**src/design/ssc_pkg.sv**
```systemverilog
package ssc_pkg;
  // widths
  localparam int DUR_W = 16;
  localparam int SER_W = 32;
  localparam int CNT_W = 4;
  localparam int GEN_W = 8;
  // sleep option bit positions
  localparam int OPT_W = 8;
  localparam int OPT_PREF_BIT = 0;
  localparam int OPT_NONCOORD_BIT = 1;
  localparam int OPT_NO_DEPLOY_BIT = 2;
  localparam int OPT_NOMINATE_BIT = 3;
  localparam int OPT_NO_EARLY_BIT = 4;
  localparam int OPT_SUPPORT_LOW_BIT = 5;
  localparam int OPT_BUTTON_BIT = 6;
  // miss thresholds
  localparam logic [CNT_W-1:0] MISS_REQ_LIM = 4'h6;
  localparam logic [CNT_W-1:0] MISS_NOM_LIM = 4'h3;
  localparam logic [CNT_W-1:0] MISS_SAT = 4'hF;
  // timing: one duration unit, deployment resend spacing, relay listen window
  localparam int CLK_HZ = 20_000_000;
  localparam int UNIT_US = 1000;
  localparam int UNIT_CYC = UNIT_US * (CLK_HZ / 1_000_000);
  localparam int DEPLOY_GAP_UNITS = 4;
  localparam int RELAY_WAIT_UNITS = 2;
  localparam int UNIT_CW = 15;
  localparam logic [UNIT_CW-1:0] UNIT_LAST = UNIT_CW'(UNIT_CYC - 1);
  localparam logic [DUR_W-1:0] DEPLOY_GAP = DUR_W'(DEPLOY_GAP_UNITS);
  localparam logic [DUR_W-1:0] RELAY_WAIT = DUR_W'(RELAY_WAIT_UNITS);
  localparam logic [DUR_W-1:0] GUARD_SHIFT_BASE = 16'h0040;

  typedef enum logic [1:0] {MSG_SYNC, MSG_REQ, MSG_RELAY} ssc_kind_e;

  // a sync or request message as seen on the radio link
  typedef struct packed {
    ssc_kind_e kind;
    logic [GEN_W-1:0] gen;
    logic deploy;
    logic pref;
    logic support;
    logic [SER_W-1:0] serial;
    logic [DUR_W-1:0] wake;
    logic [DUR_W-1:0] sleep;
  } ssc_msg_s;

  typedef enum {ST_SLEEP, ST_WAKE} ssc_phase_e;
endpackage

```
**src/design/ssc_seen_mem.sv**
```systemverilog
`timescale 1ns/1ps
// remembers which sync generations were already received; registered read
module ssc_seen_mem
  import ssc_pkg::*;
(
  input wire logic ref_clk_i, // clock
  input wire logic rst_n_i, // async reset
  input wire logic [GEN_W-1:0] addr_i, // generation
  input wire logic we_i, // mark received
  output logic seen_o // registered hit
);
  logic [(1<<GEN_W)-1:0] mem_reg;

  // flag array and read register
  always_ff @(posedge ref_clk_i or negedge rst_n_i) begin
    if (!rst_n_i) begin
      mem_reg <= '0;
      seen_o <= 1'b0;
    end else begin
      if (we_i) begin
        mem_reg[addr_i] <= 1'b1;
      end
      seen_o <= mem_reg[addr_i];
    end
  end
endmodule // ssc_seen_mem

```
**src/design/ssc_core.sv**
```systemverilog
`timescale 1ns/1ps
module ssc_core
  import ssc_pkg::*;
(
  input wire logic ref_clk_i, // 20 MHz clock
  input wire logic rst_n_i, // async reset, active low
  input wire logic [OPT_W-1:0] sleep_options_i, // option bits
  input wire logic [DUR_W-1:0] sleep_period_setting_i, // host sleep period
  input wire logic [DUR_W-1:0] wake_time_setting_i, // host wake time
  input wire logic net_param_change_i, // hop/delay/discovery/retry changed pulse
  input wire logic support_node_i, // support node flag for seniority and syncs; does not keep awake_o high
  input wire logic routing_node_i, // node relays
  input wire logic [SER_W-1:0] serial_i, // own serial number
  input wire logic button_double_i, // double press pulse
  input wire logic button_nominate_command_i, // nominate command pulse
  input wire logic rx_valid_i, // received message pulse
  input wire ssc_msg_s rx_msg_i, // received message
  output logic tx_valid_o, // send message pulse
  output ssc_msg_s tx_msg_o, // message to send
  output logic awake_o, // radio awake
  output logic tx_window_o, // usable transmit window
  output logic coordinator_o, // acting coordinator
  output logic synced_o, // has been synchronised
  output logic deploy_o, // deployment mode
  output logic [DUR_W-1:0] operating_sleep_query_o, // operating sleep
  output logic [DUR_W-1:0] operating_wake_query_o // operating wake
);
  typedef struct packed {
    ssc_phase_e phase;
    logic [UNIT_CW-1:0] pre;
    logic [DUR_W-1:0] cnt;
    logic [DUR_W-1:0] op_wake;
    logic [DUR_W-1:0] op_sleep;
    logic [DUR_W-1:0] set_wake;
    logic [DUR_W-1:0] set_sleep;
    logic [GEN_W-1:0] gen;
    logic coord;
    logic synced;
    logic deploy;
    logic got_sync;
    logic relay_heard;
    logic resent;
    logic [DUR_W-1:0] listen;
    logic [DUR_W-1:0] dgap;
    logic [CNT_W-1:0] miss;
    logic pend_change;
    logic tx_v;
    ssc_msg_s tx;
    logic win;
  } ssc_state_s;

  ssc_state_s s_reg, s_next;
  logic seen;
  logic opt_nc;

  // senior check: newer parameters, preferred, support, then serial
  function automatic logic is_senior(input ssc_msg_s m, input logic [GEN_W-1:0] g, input logic pref,
                                     input logic sup, input logic sup_low, input logic [SER_W-1:0] ser);
    logic a_sup;
    logic b_sup;
    a_sup = sup_low ? ~m.support : m.support;
    b_sup = sup_low ? ~sup : sup;
    if (m.gen != g) return (m.gen - g) < GEN_W'(1 << (GEN_W - 1));
    if (m.pref != pref) return m.pref;
    if (a_sup != b_sup) return a_sup;
    return m.serial > ser;
  endfunction

  // guard grows with missed syncs and cycle length
  function automatic logic [DUR_W-1:0] guard_len(input logic [DUR_W-1:0] slp, input logic [CNT_W-1:0] m);
    logic [DUR_W-1:0] g;
    g = (slp / GUARD_SHIFT_BASE) + DUR_W'(1);
    return DUR_W'(g * (DUR_W'(m) + DUR_W'(1)));
  endfunction

  assign opt_nc = sleep_options_i[OPT_NONCOORD_BIT];

  ssc_seen_mem u_seen (
    .ref_clk_i(ref_clk_i),
    .rst_n_i(rst_n_i),
    .addr_i(rx_msg_i.gen),
    .we_i(rx_valid_i && (rx_msg_i.kind == MSG_SYNC || rx_msg_i.kind == MSG_RELAY) && routing_node_i),
    .seen_o(seen)
  );

  // one-cycle delayed copy of every received message so the seen lookup lines up
  ssc_msg_s rx_d_reg;
  logic rx_d_v_reg;
  always_ff @(posedge ref_clk_i or negedge rst_n_i) begin
    if (!rst_n_i) begin
      rx_d_reg <= '0;
      rx_d_v_reg <= 1'b0;
    end else begin
      rx_d_reg <= rx_msg_i;
      rx_d_v_reg <= rx_valid_i;
    end
  end

  // next-state logic
  always_comb begin
    logic tick;
    logic wake_start;
    logic [DUR_W-1:0] gd;
    logic [DUR_W-1:0] early;
    tick = 1'b0;
    wake_start = 1'b0;
    gd = '0;
    early = '0;
    s_next = s_reg;
    s_next.tx_v = 1'b0;
    s_next.pre = s_reg.pre + UNIT_CW'(1);
    if (s_reg.pre == UNIT_LAST) begin
      s_next.pre = '0;
      tick = 1'b1;
    end
    // settings changes are noted and, unless non-coordinator, applied at the next wake start
    if (sleep_period_setting_i != s_reg.set_sleep || wake_time_setting_i != s_reg.set_wake) begin
      s_next.set_sleep = sleep_period_setting_i;
      s_next.set_wake = wake_time_setting_i;
      if (!opt_nc) s_next.pend_change = 1'b1;
    end
    if (net_param_change_i && !opt_nc) s_next.pend_change = 1'b1;
    if (sleep_options_i[OPT_PREF_BIT]) s_next.coord = 1'b1;
    if ((button_double_i || button_nominate_command_i) && sleep_options_i[OPT_BUTTON_BIT] && !opt_nc) begin
      s_next.coord = 1'b1;
    end
    if (opt_nc) s_next.coord = 1'b0;
    if (sleep_options_i[OPT_NO_DEPLOY_BIT]) s_next.deploy = 1'b0;
    // phase timer
    if (tick) begin
      if (s_reg.cnt != '0) begin
        s_next.cnt = s_reg.cnt - DUR_W'(1);
      end else if (s_reg.phase == ST_WAKE) begin
        s_next.phase = ST_SLEEP;
        early = sleep_options_i[OPT_NO_EARLY_BIT] ? '0 : DUR_W'(s_reg.op_sleep >> (CNT_W'(4) - s_reg.miss[3:2]));
        s_next.cnt = (s_reg.miss != '0) ? s_reg.op_sleep - early : s_reg.op_sleep;
      end else begin
        s_next.phase = ST_WAKE;
        s_next.cnt = s_reg.op_wake;
        wake_start = 1'b1;
      end
      if (s_reg.listen != '0) s_next.listen = s_reg.listen - DUR_W'(1);
      if (s_reg.dgap != '0) s_next.dgap = s_reg.dgap - DUR_W'(1);
    end
    if (wake_start) begin
      if (!s_reg.got_sync && !s_reg.coord && s_reg.miss != MISS_SAT) s_next.miss = s_reg.miss + CNT_W'(1);
      s_next.got_sync = 1'b0;
      if (s_reg.pend_change) begin
        s_next.coord = 1'b1;
        s_next.gen = s_reg.gen + GEN_W'(1);
        s_next.op_sleep = s_reg.set_sleep;
        s_next.op_wake = s_reg.set_wake;
        s_next.cnt = s_reg.set_wake;
        s_next.pend_change = 1'b0;
      end
      if (sleep_options_i[OPT_NOMINATE_BIT] && !opt_nc && s_reg.miss >= MISS_NOM_LIM) s_next.coord = 1'b1;
      if (s_next.coord) begin
        s_next.tx_v = 1'b1;
        s_next.relay_heard = 1'b0;
        s_next.resent = 1'b0;
        s_next.listen = RELAY_WAIT;
        s_next.dgap = DEPLOY_GAP;
        s_next.miss = '0;
      end else if (!s_reg.synced || (opt_nc && s_reg.miss >= MISS_REQ_LIM)) begin
        s_next.tx_v = 1'b1;
        s_next.tx.kind = MSG_REQ;
      end
    end else if (s_reg.coord && s_reg.phase == ST_WAKE && !s_reg.relay_heard) begin
      if (s_reg.deploy && s_reg.dgap == '0) begin
        s_next.tx_v = 1'b1;
        s_next.dgap = DEPLOY_GAP;
      end else if (!s_reg.deploy && !s_reg.resent && s_reg.listen == DUR_W'(1) && tick) begin
        s_next.tx_v = 1'b1;
        s_next.resent = 1'b1;
      end
    end
    // own sync contents
    if (s_next.tx_v && s_next.coord) begin
      s_next.tx.kind = MSG_SYNC;
      s_next.tx.gen = s_next.gen;
      s_next.tx.deploy = s_reg.deploy;
      s_next.tx.pref = sleep_options_i[OPT_PREF_BIT];
      s_next.tx.support = support_node_i;
      s_next.tx.serial = serial_i;
      s_next.tx.wake = s_next.op_wake;
      s_next.tx.sleep = s_next.op_sleep;
    end
    // received messages (one cycle late, aligned with the seen lookup)
    if (rx_d_v_reg) begin
      if (rx_d_reg.kind == MSG_REQ && s_reg.synced) begin
        s_next.tx_v = 1'b1;
        s_next.tx = s_reg.tx;
        s_next.tx.kind = MSG_SYNC;
        s_next.tx.gen = s_reg.gen;
        s_next.tx.deploy = s_reg.deploy;
        s_next.tx.wake = s_reg.op_wake;
        s_next.tx.sleep = s_reg.op_sleep;
        s_next.tx.serial = serial_i;
      end else if (rx_d_reg.kind == MSG_SYNC || rx_d_reg.kind == MSG_RELAY) begin
        if (s_reg.coord && rx_d_reg.serial != serial_i && rx_d_reg.gen == s_reg.gen && !seen) begin
          s_next.relay_heard = 1'b1; // neighbour relayed our sync
          s_next.deploy = 1'b0;
        end
        if (rx_d_reg.deploy && !s_reg.deploy && s_reg.synced) begin
          s_next.tx_v = 1'b1;
          s_next.tx.kind = MSG_SYNC;
          s_next.tx.gen = s_reg.gen;
          s_next.tx.deploy = 1'b0;
          s_next.tx.serial = serial_i;
          s_next.tx.wake = s_reg.op_wake;
          s_next.tx.sleep = s_reg.op_sleep;
        end else if (!s_reg.coord || is_senior(rx_d_reg, s_reg.gen, sleep_options_i[OPT_PREF_BIT],
                     support_node_i, sleep_options_i[OPT_SUPPORT_LOW_BIT], serial_i)) begin
          if (!sleep_options_i[OPT_PREF_BIT]) s_next.coord = 1'b0;
          s_next.op_wake = rx_d_reg.wake;
          s_next.op_sleep = rx_d_reg.sleep;
          s_next.gen = rx_d_reg.gen;
          s_next.synced = 1'b1;
          s_next.got_sync = 1'b1;
          s_next.miss = '0;
          // a settled network sync ends our own deployment phase
          if (!rx_d_reg.deploy) s_next.deploy = 1'b0;
          if (!seen) begin
            s_next.phase = ST_WAKE;
            s_next.cnt = rx_d_reg.wake;
            s_next.pre = '0;
          end
          if (routing_node_i && !seen) begin
            s_next.tx_v = 1'b1;
            s_next.tx = rx_d_reg;
            s_next.tx.kind = MSG_RELAY;
          end
        end
      end
    end
    // guard at both ends of the wake time
    gd = guard_len(s_reg.op_sleep, s_reg.miss);
    s_next.win = (s_next.phase == ST_WAKE) && (s_next.cnt > gd) && (s_next.op_wake - s_next.cnt > gd);
  end

  // state register
  always_ff @(posedge ref_clk_i or negedge rst_n_i) begin
    if (!rst_n_i) begin
      s_reg <= '{phase: ST_WAKE, deploy: 1'b1, tx: '{kind: MSG_SYNC, default: '0}, default: '0};
    end else begin
      s_reg <= s_next;
    end
  end

  // outputs straight from the state register
  always_comb begin
    tx_valid_o = s_reg.tx_v;
    tx_msg_o = s_reg.tx;
    awake_o = s_reg.phase == ST_WAKE;
    tx_window_o = s_reg.win;
    coordinator_o = s_reg.coord;
    synced_o = s_reg.synced;
    deploy_o = s_reg.deploy;
    operating_sleep_query_o = s_reg.op_sleep;
    operating_wake_query_o = s_reg.op_wake;
  end
endmodule // ssc_core

```
**config.mk**
```make
export PLATFORM = sky130hd
export DESIGN_NAME = ssc_core
export DESIGN_NICKNAME = d
export VERILOG_FILES = /design/src/design/ssc_pkg.sv /design/src/design/ssc_seen_mem.sv /design/src/design/ssc_core.sv
export SDC_FILE = /design/constraint.sdc
export NUM_CORES = 1
export LEC_CHECK = 0
export BUFFER_PORTS_ARGS = -buffer_cell sky130_fd_sc_hd__buf_2
export CAP_MARGIN = 20
export CORE_MARGIN = 2
export CORE_UTILIZATION = 40
export DETAILED_ROUTE_END_ITERATION = 16
export MAX_ROUTING_LAYER = met4
export PLACE_DENSITY = 0.58
export SYNTH_ARGS = -nofsm -noshare
export SYNTH_HDL_FRONTEND = slang
export SYNTH_SLANG_ARGS = --single-unit
```
**constraint.sdc**
```tcl
create_clock -name ref_clk_i -period 8.2 [get_ports ref_clk_i]
set_clock_uncertainty 0.2 [all_clocks]
set_input_delay 0 -clock ref_clk_i [delete_from_list [all_inputs] [get_ports ref_clk_i]]
set_output_delay 0 -clock ref_clk_i [all_outputs]
set_load 0.01 [all_outputs]
```
After elaboration in Yosys (flattened, before gate mapping)
Index checks and enable logic that the tools add are counted.

Reduce and logical (&&, ||, !) cells: 52. Magnitude comparators: 8. Shift operators: 1. Multiplexer cells: 113. $add $sub $neg: 12. Bitwise logic cells: 5. Equal/unequal tests: 18. Multiply operators: 1.

Operators with widths (number): $mux 95 (5); $mux 78 (5); $or 256x256->256 (1); $mux 16 (11); $mux 32 (3); $mux 48 (2); $mux 77 (1); $eq 32x2->1 const B (2); $mux 64 (1); $mux 63 (1); $mux 1 (60); $reduce_bool 16->1 (3); $sub 16x1->16 const B (3); $mux 13 (3); $mux 38 (1); $mux 12 (3); $gt 16x16->1 (2); $gt 32x32->1 (1); $ne 16x16->1 (2); $ne 32x32->1 (1); $sub 16x16->16 (2); $logic_and 1x1->1 (27); $mux 4 (6); $mux 9 (2); other kinds (39) (62).

Word-level logic and storage cells: 249. Input port bits: 157. Output and inout port bits: 115. Register bits after elaboration: 592.

Logic depth before layout (Yosys ltp)
Gate-level depths: netlist (run 1).

Depth in word-level cells: 34. Gate-level depth with buffers: 36. Depth with buffers taken out: 33.

Cells and area by module
Synthesis (run 1) repeated with hierarchy kept, for this count alone.

Cell total of the unflattened synthesis: 3060. Area total of the unflattened synthesis: 32008.2 µm².

Modules (own cells, without submodules): ssc_core (seq. area each 8385.5 µm², cells each 2285, instances 1, area each 21154.0 µm²); ssc_seen_mem (seq. area each 6431.2 µm², cells each 775, instances 1, area each 10854.2 µm²).

Worst setup path before layout (run 1)
Ideal clock, no wire load.

Path type: flip-flop to flip-flop. Start: register s_reg[82] (netlist name). End: register s_reg, in the netlist tx_window_o. Data arrival time: 6.658 ns. Stages on the path, launching flop included: 35. Period minus slack after synthesis: 6.983 ns. Buffers on the path: 3. Setup time: 0.125 ns. Data required time: 7.875 ns. Slack: 1.217 ns. Cell sequence: dfrtp_1 clkbuf_1 inv_1 ha_1 clkbuf_1 clkbuf_1 mux4_2 mux2i_1 or2_2 ha_1 a21oi_1 a21oi_1 o41ai_1 o221a_2 xor2_1 o21ai_0 o21ai_0 a211oi_1 a21oi_1 ha_1 o21ai_0 nand2b_1 nand2_1 nor2_1 a211o_1 a21o_1 a21oi_1 xnor2_1 xnor2_1 ha_1 nand4_1 nor4_1 a21oi_1 o31ai_1 nor3_1.

RTL lines: start, declared (RTL line ssc_core.sv:52) `ssc_state_s s_reg, s_next;`; start signal, assigned (RTL line ssc_core.sv:246) `s_reg <= s_next;`.

==> impl_metrics.toml, run 1 <==
[global_routing]
met2_usage_pct = 39.0
grtUsageMet3_pct = 4.41
antenna_found_initial = 5
grt_pass1_vias = 26000
grtUsageMet1_pct = 34.3
grt_max_degree = 166
track_usage_pct = 25.6
top_usage_layer = "met2"
overflow = 0
grt_pass1_wl_um = 157000

[synthesis]
synthesis.area_um2 = 32400
synth_xor_area_share_pct = 3.60
syn-num-nets = 3355
synth.area.mux_share_pct = 9.72
syn_area_per_cell_um2 = 10.7
ys_warn_count = 0
ys_top_cells_by_count = "dfrtp_1 (590), nand2_1 (307), nor2_1 (169), a21o_1 (159), ha_1 (145)"
synthFlopType = "dfrtp_1"
synth-seq-area-share_pct = 45.7
synth_top_area_share_pct = 45.6
yosys.area_share.adder_pct = 7.39
synth-edff-count = 0
synthArstFlopShare_pct = 100
ys_types = 83
synth-simple-area-share_pct = 12.4
synth_compound_area_share_pct = 14.9
synth_top_family_by_area = "compound AO/OA/AOI/OAI gates"
ys_ff_latch = 592
postSynthCellCount = 3024
synth_area_leaders = "dfrtp_1 (46%), mux4_2 (6.7%), ha_1 (5.6%)"
yosysMostFrequentCell = "dfrtp_1"
synth_area_leader_cell = "dfrtp_1"

[die]
fp.dieH_um = 289
start_util_pct = 40.3
die_w_um = 289
coreArea_um2 = 80400
dieArea_um2 = 83300
row_count = 104
ios = 272

[critical_path]
cp_data_required_time_ns = 8.47
worst-setup-path-type = "flip-flop to flip-flop"
cp_num_buf_inv = 1
cp_slowest_stage_delay_ns = 0.75
crit_path_start_kind = "flip-flop"
cp_common_cell = "a21oi_1"
crit_family = "compound AO/OA/AOI/OAI gates"
crit_fanout = 19
cp-end-kind = "flip-flop"
cp.arrival_ns = 7.51
crit_slowest_cell = "ha_1"

[cells_and_area]
nets = 3736
layoutNonFillerInstCount = 4518
fill_cells = 7296
largest_reg_flops = 256
area_growth_pct = 20.8
drive_gt1_share_pct = 18.3

[pwr]
power_density_nw_per_um2 = 236
ir_drop_mv = 0.219
p_leak_uw = 0.0189

[routing]
drt-initial-drc-count = 1868
drt-pass1-iter-count = 7
vias = 25500
routedWlPerCell_um = 23.1
drcViolationCount = 0
drtAntennaViolNets = 0
routed_wl_um = 105000
viasPerCell = 5.65

[placement]
place_hpwl_um = 69600
io_buffers = 270
gp_congestion = 0.935
dp_cells = 4111

[timing]
rsz0062_at_grt = "no"
tightest_slew_ns = 1.13
finalSetupTns_ns = 0
relSlewSlack_pct = 24.8
final_max_slew_viol_count = 0
fmax_ghz = 0.138
setup_viol_count_final = 0
min_period_over_period_pct = 88.3
hold_viol = 0
min_period_ns = 7.24

[clocking]
cts.repair.resized = 0
cts_root_buffer = "clkbuf_16"
h-tree-depth = 3
cts_tree = "yes"
cts_buffers = 68
post_cts_buffers = 0
clk_path_buf_depth = 3
cts.sinks = 592
clock_latency_ns = 0.62
path_clk_slew_ns = 0.06
cts-hold-fix-buffers = 280

[run_status]
outcome = "completed"

[min_path]
hp-class = "input pin to flip-flop"

[job]
drv_cap = 0
-- cell usage in the layout (no fill, tap or decap), types with 38 or more instances in the layout --
| cell type | count |
|---|---|
| a21oi_1 | 86 |
| a21o_1 | 159 |
| clkbuf_16 | 68 |
| o21ai_0 | 105 |
| dlygate4sd3_1 | 279 |
| mux4_2 | 96 |
| a22oi_1 | 63 |
| buf_4 | 43 |
| and3_1 | 39 |
| xor2_1 | 69 |
| inv_1 | 115 |
| nand2_1 | 307 |
| mux2i_1 | 38 |
| buf_2 | 268 |
| nand3_1 | 76 |
| o21bai_1 | 128 |
| ha_1 | 145 |
| nor2_1 | 168 |
| mux2_2 | 54 |
| dfrtp_1 | 590 |
| xnor2_1 | 64 |
-- layout make-up --
cell class / instances / area (µm²) / area share (%)
Multi-Input combinational cell: 2028 / 15700 / 40.0
Sequential cell: 592 / 14800 / 37.9
Timing Repair Buffer: 599 / 4620 / 11.8
Clock buffer: 88 / 1870 / 4.77
Tap cell: 1060 / 1330 / 3.39
Inverter: 116 / 435 / 1.11
Clock inverter: 31 / 397 / 1.01
Antenna cell: 4 / 10.0 / 0.0256
-- routing by layer --
layer	wire (µm)	part of all wire [%]
met1	45400	43
met2	48100	46
met3	7030	6.7
met4	4020	3.8
met5	0	0
-- where the power goes --
| group | internal, µW | switching (µW) |
|---|---|---|
| registers | 3190 | 366 |
| logic | 1130 | 1430 |
| clock network | 1820 | 1310 |
-- final timing paths --
kind / startpoint / slack (ns) / end / cells after the start
min: serial_i[24] / 0.06 / tx_msg_o[56] / 4
max in group asynchronous: rst_n_i / 6.44 / s_reg[150] / 4
min reg2reg: u_seen.mem_reg[6] / 0.25 / u_seen.mem_reg[6] / 1
min in group asynchronous: rst_n_i / 0.36 / deploy_o / 3
max: s_reg[83] / 0.96 / tx_window_o / 29
max reg2reg: s_reg[83] / 0.96 / tx_window_o / 29
-- worst register-to-register path: cells and delay by family (launching register included) --
family / cells / cell delay (ns)
mux: 2 / 0.41
simple gates: 5 / 1.07
compound gates: 14 / 2.98
fa+ha+maj: 4 / 1.60
buf+inv: 1 / 0.11
xor+xnor: 3 / 0.33
flops: 1 / 0.41
-- kinds of logic after synthesis --
kind of cell,after synthesis
XOR/XNOR,133
multiplexers,188
flip-flops,592
AO/OA/AOI/OAI,700
adder cells (fa/ha/maj),174
buffers and inverters,404
AND/OR/NAND/NOR,833
-- per-stage QoR --
stage	total power (µW)	setup WS, ns	cell area [µm²]	util, %	hold WS (ns)
6_report	9240	0.959	39100	48.7	0.0589
5_1_grt	9730	0.325	39100	48.7	0.0627
4_1_cts	9260	0.999	39100	48.6	0.0105
3_5_place_dp	6000	1.04	34000	42.2	-0.203
3_3_place_gp	5990	1.08	34000	42.2	-0.200
2_1_floorplan	5290	1.22	32400	-	-0.496
(Power assumes the default switching activity.)
==> run 2, diff against run 1 <==
--- a/config.mk
+++ b/config.mk
@@ -8,10 +8,10 @@
 export BUFFER_PORTS_ARGS = -buffer_cell sky130_fd_sc_hd__buf_2
 export CAP_MARGIN = 20
 export CORE_MARGIN = 2
-export CORE_UTILIZATION = 40
+export CORE_UTILIZATION = 39
 export DETAILED_ROUTE_END_ITERATION = 16
 export MAX_ROUTING_LAYER = met4
-export PLACE_DENSITY = 0.58
+export PLACE_DENSITY = 0.57
 export SYNTH_ARGS = -nofsm -noshare
 export SYNTH_HDL_FRONTEND = slang
 export SYNTH_SLANG_ARGS = --single-unit
==> impl_metrics.toml, run 2 (synthesis results as in run 1) <==
[pwr]
p_sw_uw = 3150
p_int_uw = 6140
ir_drop_mv = 0.217
power_density_nw_per_um2 = 237
power_frac_comb_pct = 27.5
p_leak_uw = 0.0190
seq_power_share_pct = 38.4
clkPwrFrac_pct = 34.1
netSwitchingFraction_pct = 33.9

[min_path]
hold_start = "serial_i[26]"
hp-class = "input pin to flip-flop"

[placement]
io_buffers = 270
dp_slack_ns = 1.04
gp_congestion = 0.936
place_hpwl_um = 70400

[timing]
rsz0062_at_grt = "no"
final_max_slew_viol_count = 0
finalSetupTns_ns = 0
hold_viol = 0
layout_setup_ws_ns = 0.944
setup_viol_count_final = 0
fmax_ghz = 0.138
tightest_slew_ns = 1.13
min_period_ns = 7.26
relSlewSlack_pct = 24.5
min_period_over_period_pct = 88.5

[routing]
routedWlPerCell_um = 23.3
drcViolationCount = 0
drt-pass1-iter-count = 7
vias = 25600
viasPerCell = 5.64
drtAntennaViolNets = 0
drt-initial-drc-count = 2107
routed_wl_um = 106000

[critical_path]
reg2reg_from = "s_reg[83]"
cp-end-kind = "flip-flop"
cp_slowest_stage_delay_ns = 0.77
crit_start = "s_reg[83]"
r2r_end = "tx_window_o"
worst-setup-path-type = "flip-flop to flip-flop"
crit_fanout = 19
cp.arrival_ns = 7.56
r2r_slack_ns = 0.94
crit_family = "compound AO/OA/AOI/OAI gates"
worst-path-stages = 30
critical_path.endpoint = "tx_window_o"
r2r_cells = 30
crit_slowest_cell = "ha_1"
crit_path_start_kind = "flip-flop"
cp_num_buf_inv = 1
cp_data_required_time_ns = 8.51

[clocking]
path_clk_slew_ns = 0.07
clock_latency_ns = 0.64
cts_buffers = 69
clk_path_buf_depth = 3
h-tree-depth = 3
cts.repair.resized = 0
cts.sinks = 592
post_cts_buffers = 0
cts_tree = "yes"
cts_root_buffer = "clkbuf_16"
cts-hold-fix-buffers = 282

[job]
drv_cap = 0

[cells_and_area]
largest_reg_flops = 256
seqCellArea_um2 = 14800
nets = 3742
final_cell_mix = "dfrtp_1 (590), nand2_1 (307), dlygate4sd3_1 (281)"
fill_cells = 7464
final_common_cell = "dfrtp_1"
multi_input_area_um2 = 15700
drive_gt1_share_pct = 18.3
area_growth_pct = 21.1

[run_status]
outcome = "completed"

[die]
die_w_um = 292
start_util_pct = 39.5
ios = 272
fp.dieH_um = 292
coreArea_um2 = 82100
dieArea_um2 = 85400
row_count = 105

[global_routing]
antenna_found_initial = 9
track_usage_pct = 25.5
grt_pass1_vias = 25900
grt_max_degree = 168
overflow = 0
grt_pass1_wl_um = 162000
==> run 2: cell count changes in the layout (fill, tap and decap cells not counted), moves of 2 or more <==
cell | previous run | this run
bufinv_16 | 6 | 3
clkbuf_1 | 11 | 17
clkbuf_4 | 1 | 3
clkbuf_8 | 10 | 16
clkinv_2 | 12 | 8
diode_2 | 4 | 6
dlygate4sd3_1 | 279 | 281
inv_6 | 4 | 1
==> run 2: metal layers <==
layer	vias to the layer above	part of all wire, %	GRT usage, %
li1	11400	-	-
met1	12900	44	34.9
met2	983	45	38.0
met3	246	6.7	4.53
met4	0	3.7	9.08
met5	-	0	-
==> run 2: through the flow <==
step / power, µW / cells / hold slack [ns] / utilization [%] / instance area (µm²)
6_report: 9290 / 4539 / 0.0402 / 47.8 / 39300
5_1_grt: 9770 / 4537 / 0.0876 / 47.8 / 39200
4_1_cts: 9290 / 4526 / 0.0165 / 47.7 / 39200
3_5_place_dp: 6000 / 4121 / -0.121 / 41.4 / 34000
3_3_place_gp: 5990 / 4120 / -0.121 / 41.4 / 34000
2_1_floorplan: 5290 / 3024 / -0.496 / - / 32400
==> run 2: layout make-up <==
cell class                 instances  area share, %
tap                             1070           3.41
inverter                         116           1.11
sequential                       592           37.7
multi-input combinational       2028           39.9
timing repair buffer             604           11.9
clock inverter                    21          0.762
antenna                            6         0.0383
clock buffer                     102           5.12
==> run 2: how the worst min path moves through the flow <==
stage	endpoint	slack [ns]	cells after the start
after detailed placement	u_seen.mem_reg[212]	-0.12	1
after global placement	u_seen.mem_reg[212]	-0.12	1
after global routing	tx_msg_o[58]	0.09	4
after CTS	tx_msg_o[52]	0.02	4
final	tx_msg_o[58]	0.04	4
after floorplan	coordinator_o	-0.50	0
==> run 2: power groups by stage <==
stage	logic, µW	clock network (µW)	registers, µW
after CTS	2530	3210	3550
after global routing	2830	3350	3590
after detailed placement	2410	0	3600
after floorplan	1880	0	3410
after global placement	2390	0	3600
final	2560	3160	3570
==> run 2: worst register-to-register path: cells and delay by family, from the launching register on <==
kind,cells,cell delay [ns]
xor gates and xnor gates,3,0.50
and+or+nand+nor,5,0.92
DFF,1,0.41
muxes,3,0.68
buffers and inverters,1,0.11
adders and majority gates,4,1.83
AOI/OAI and AO/OA,14,2.48
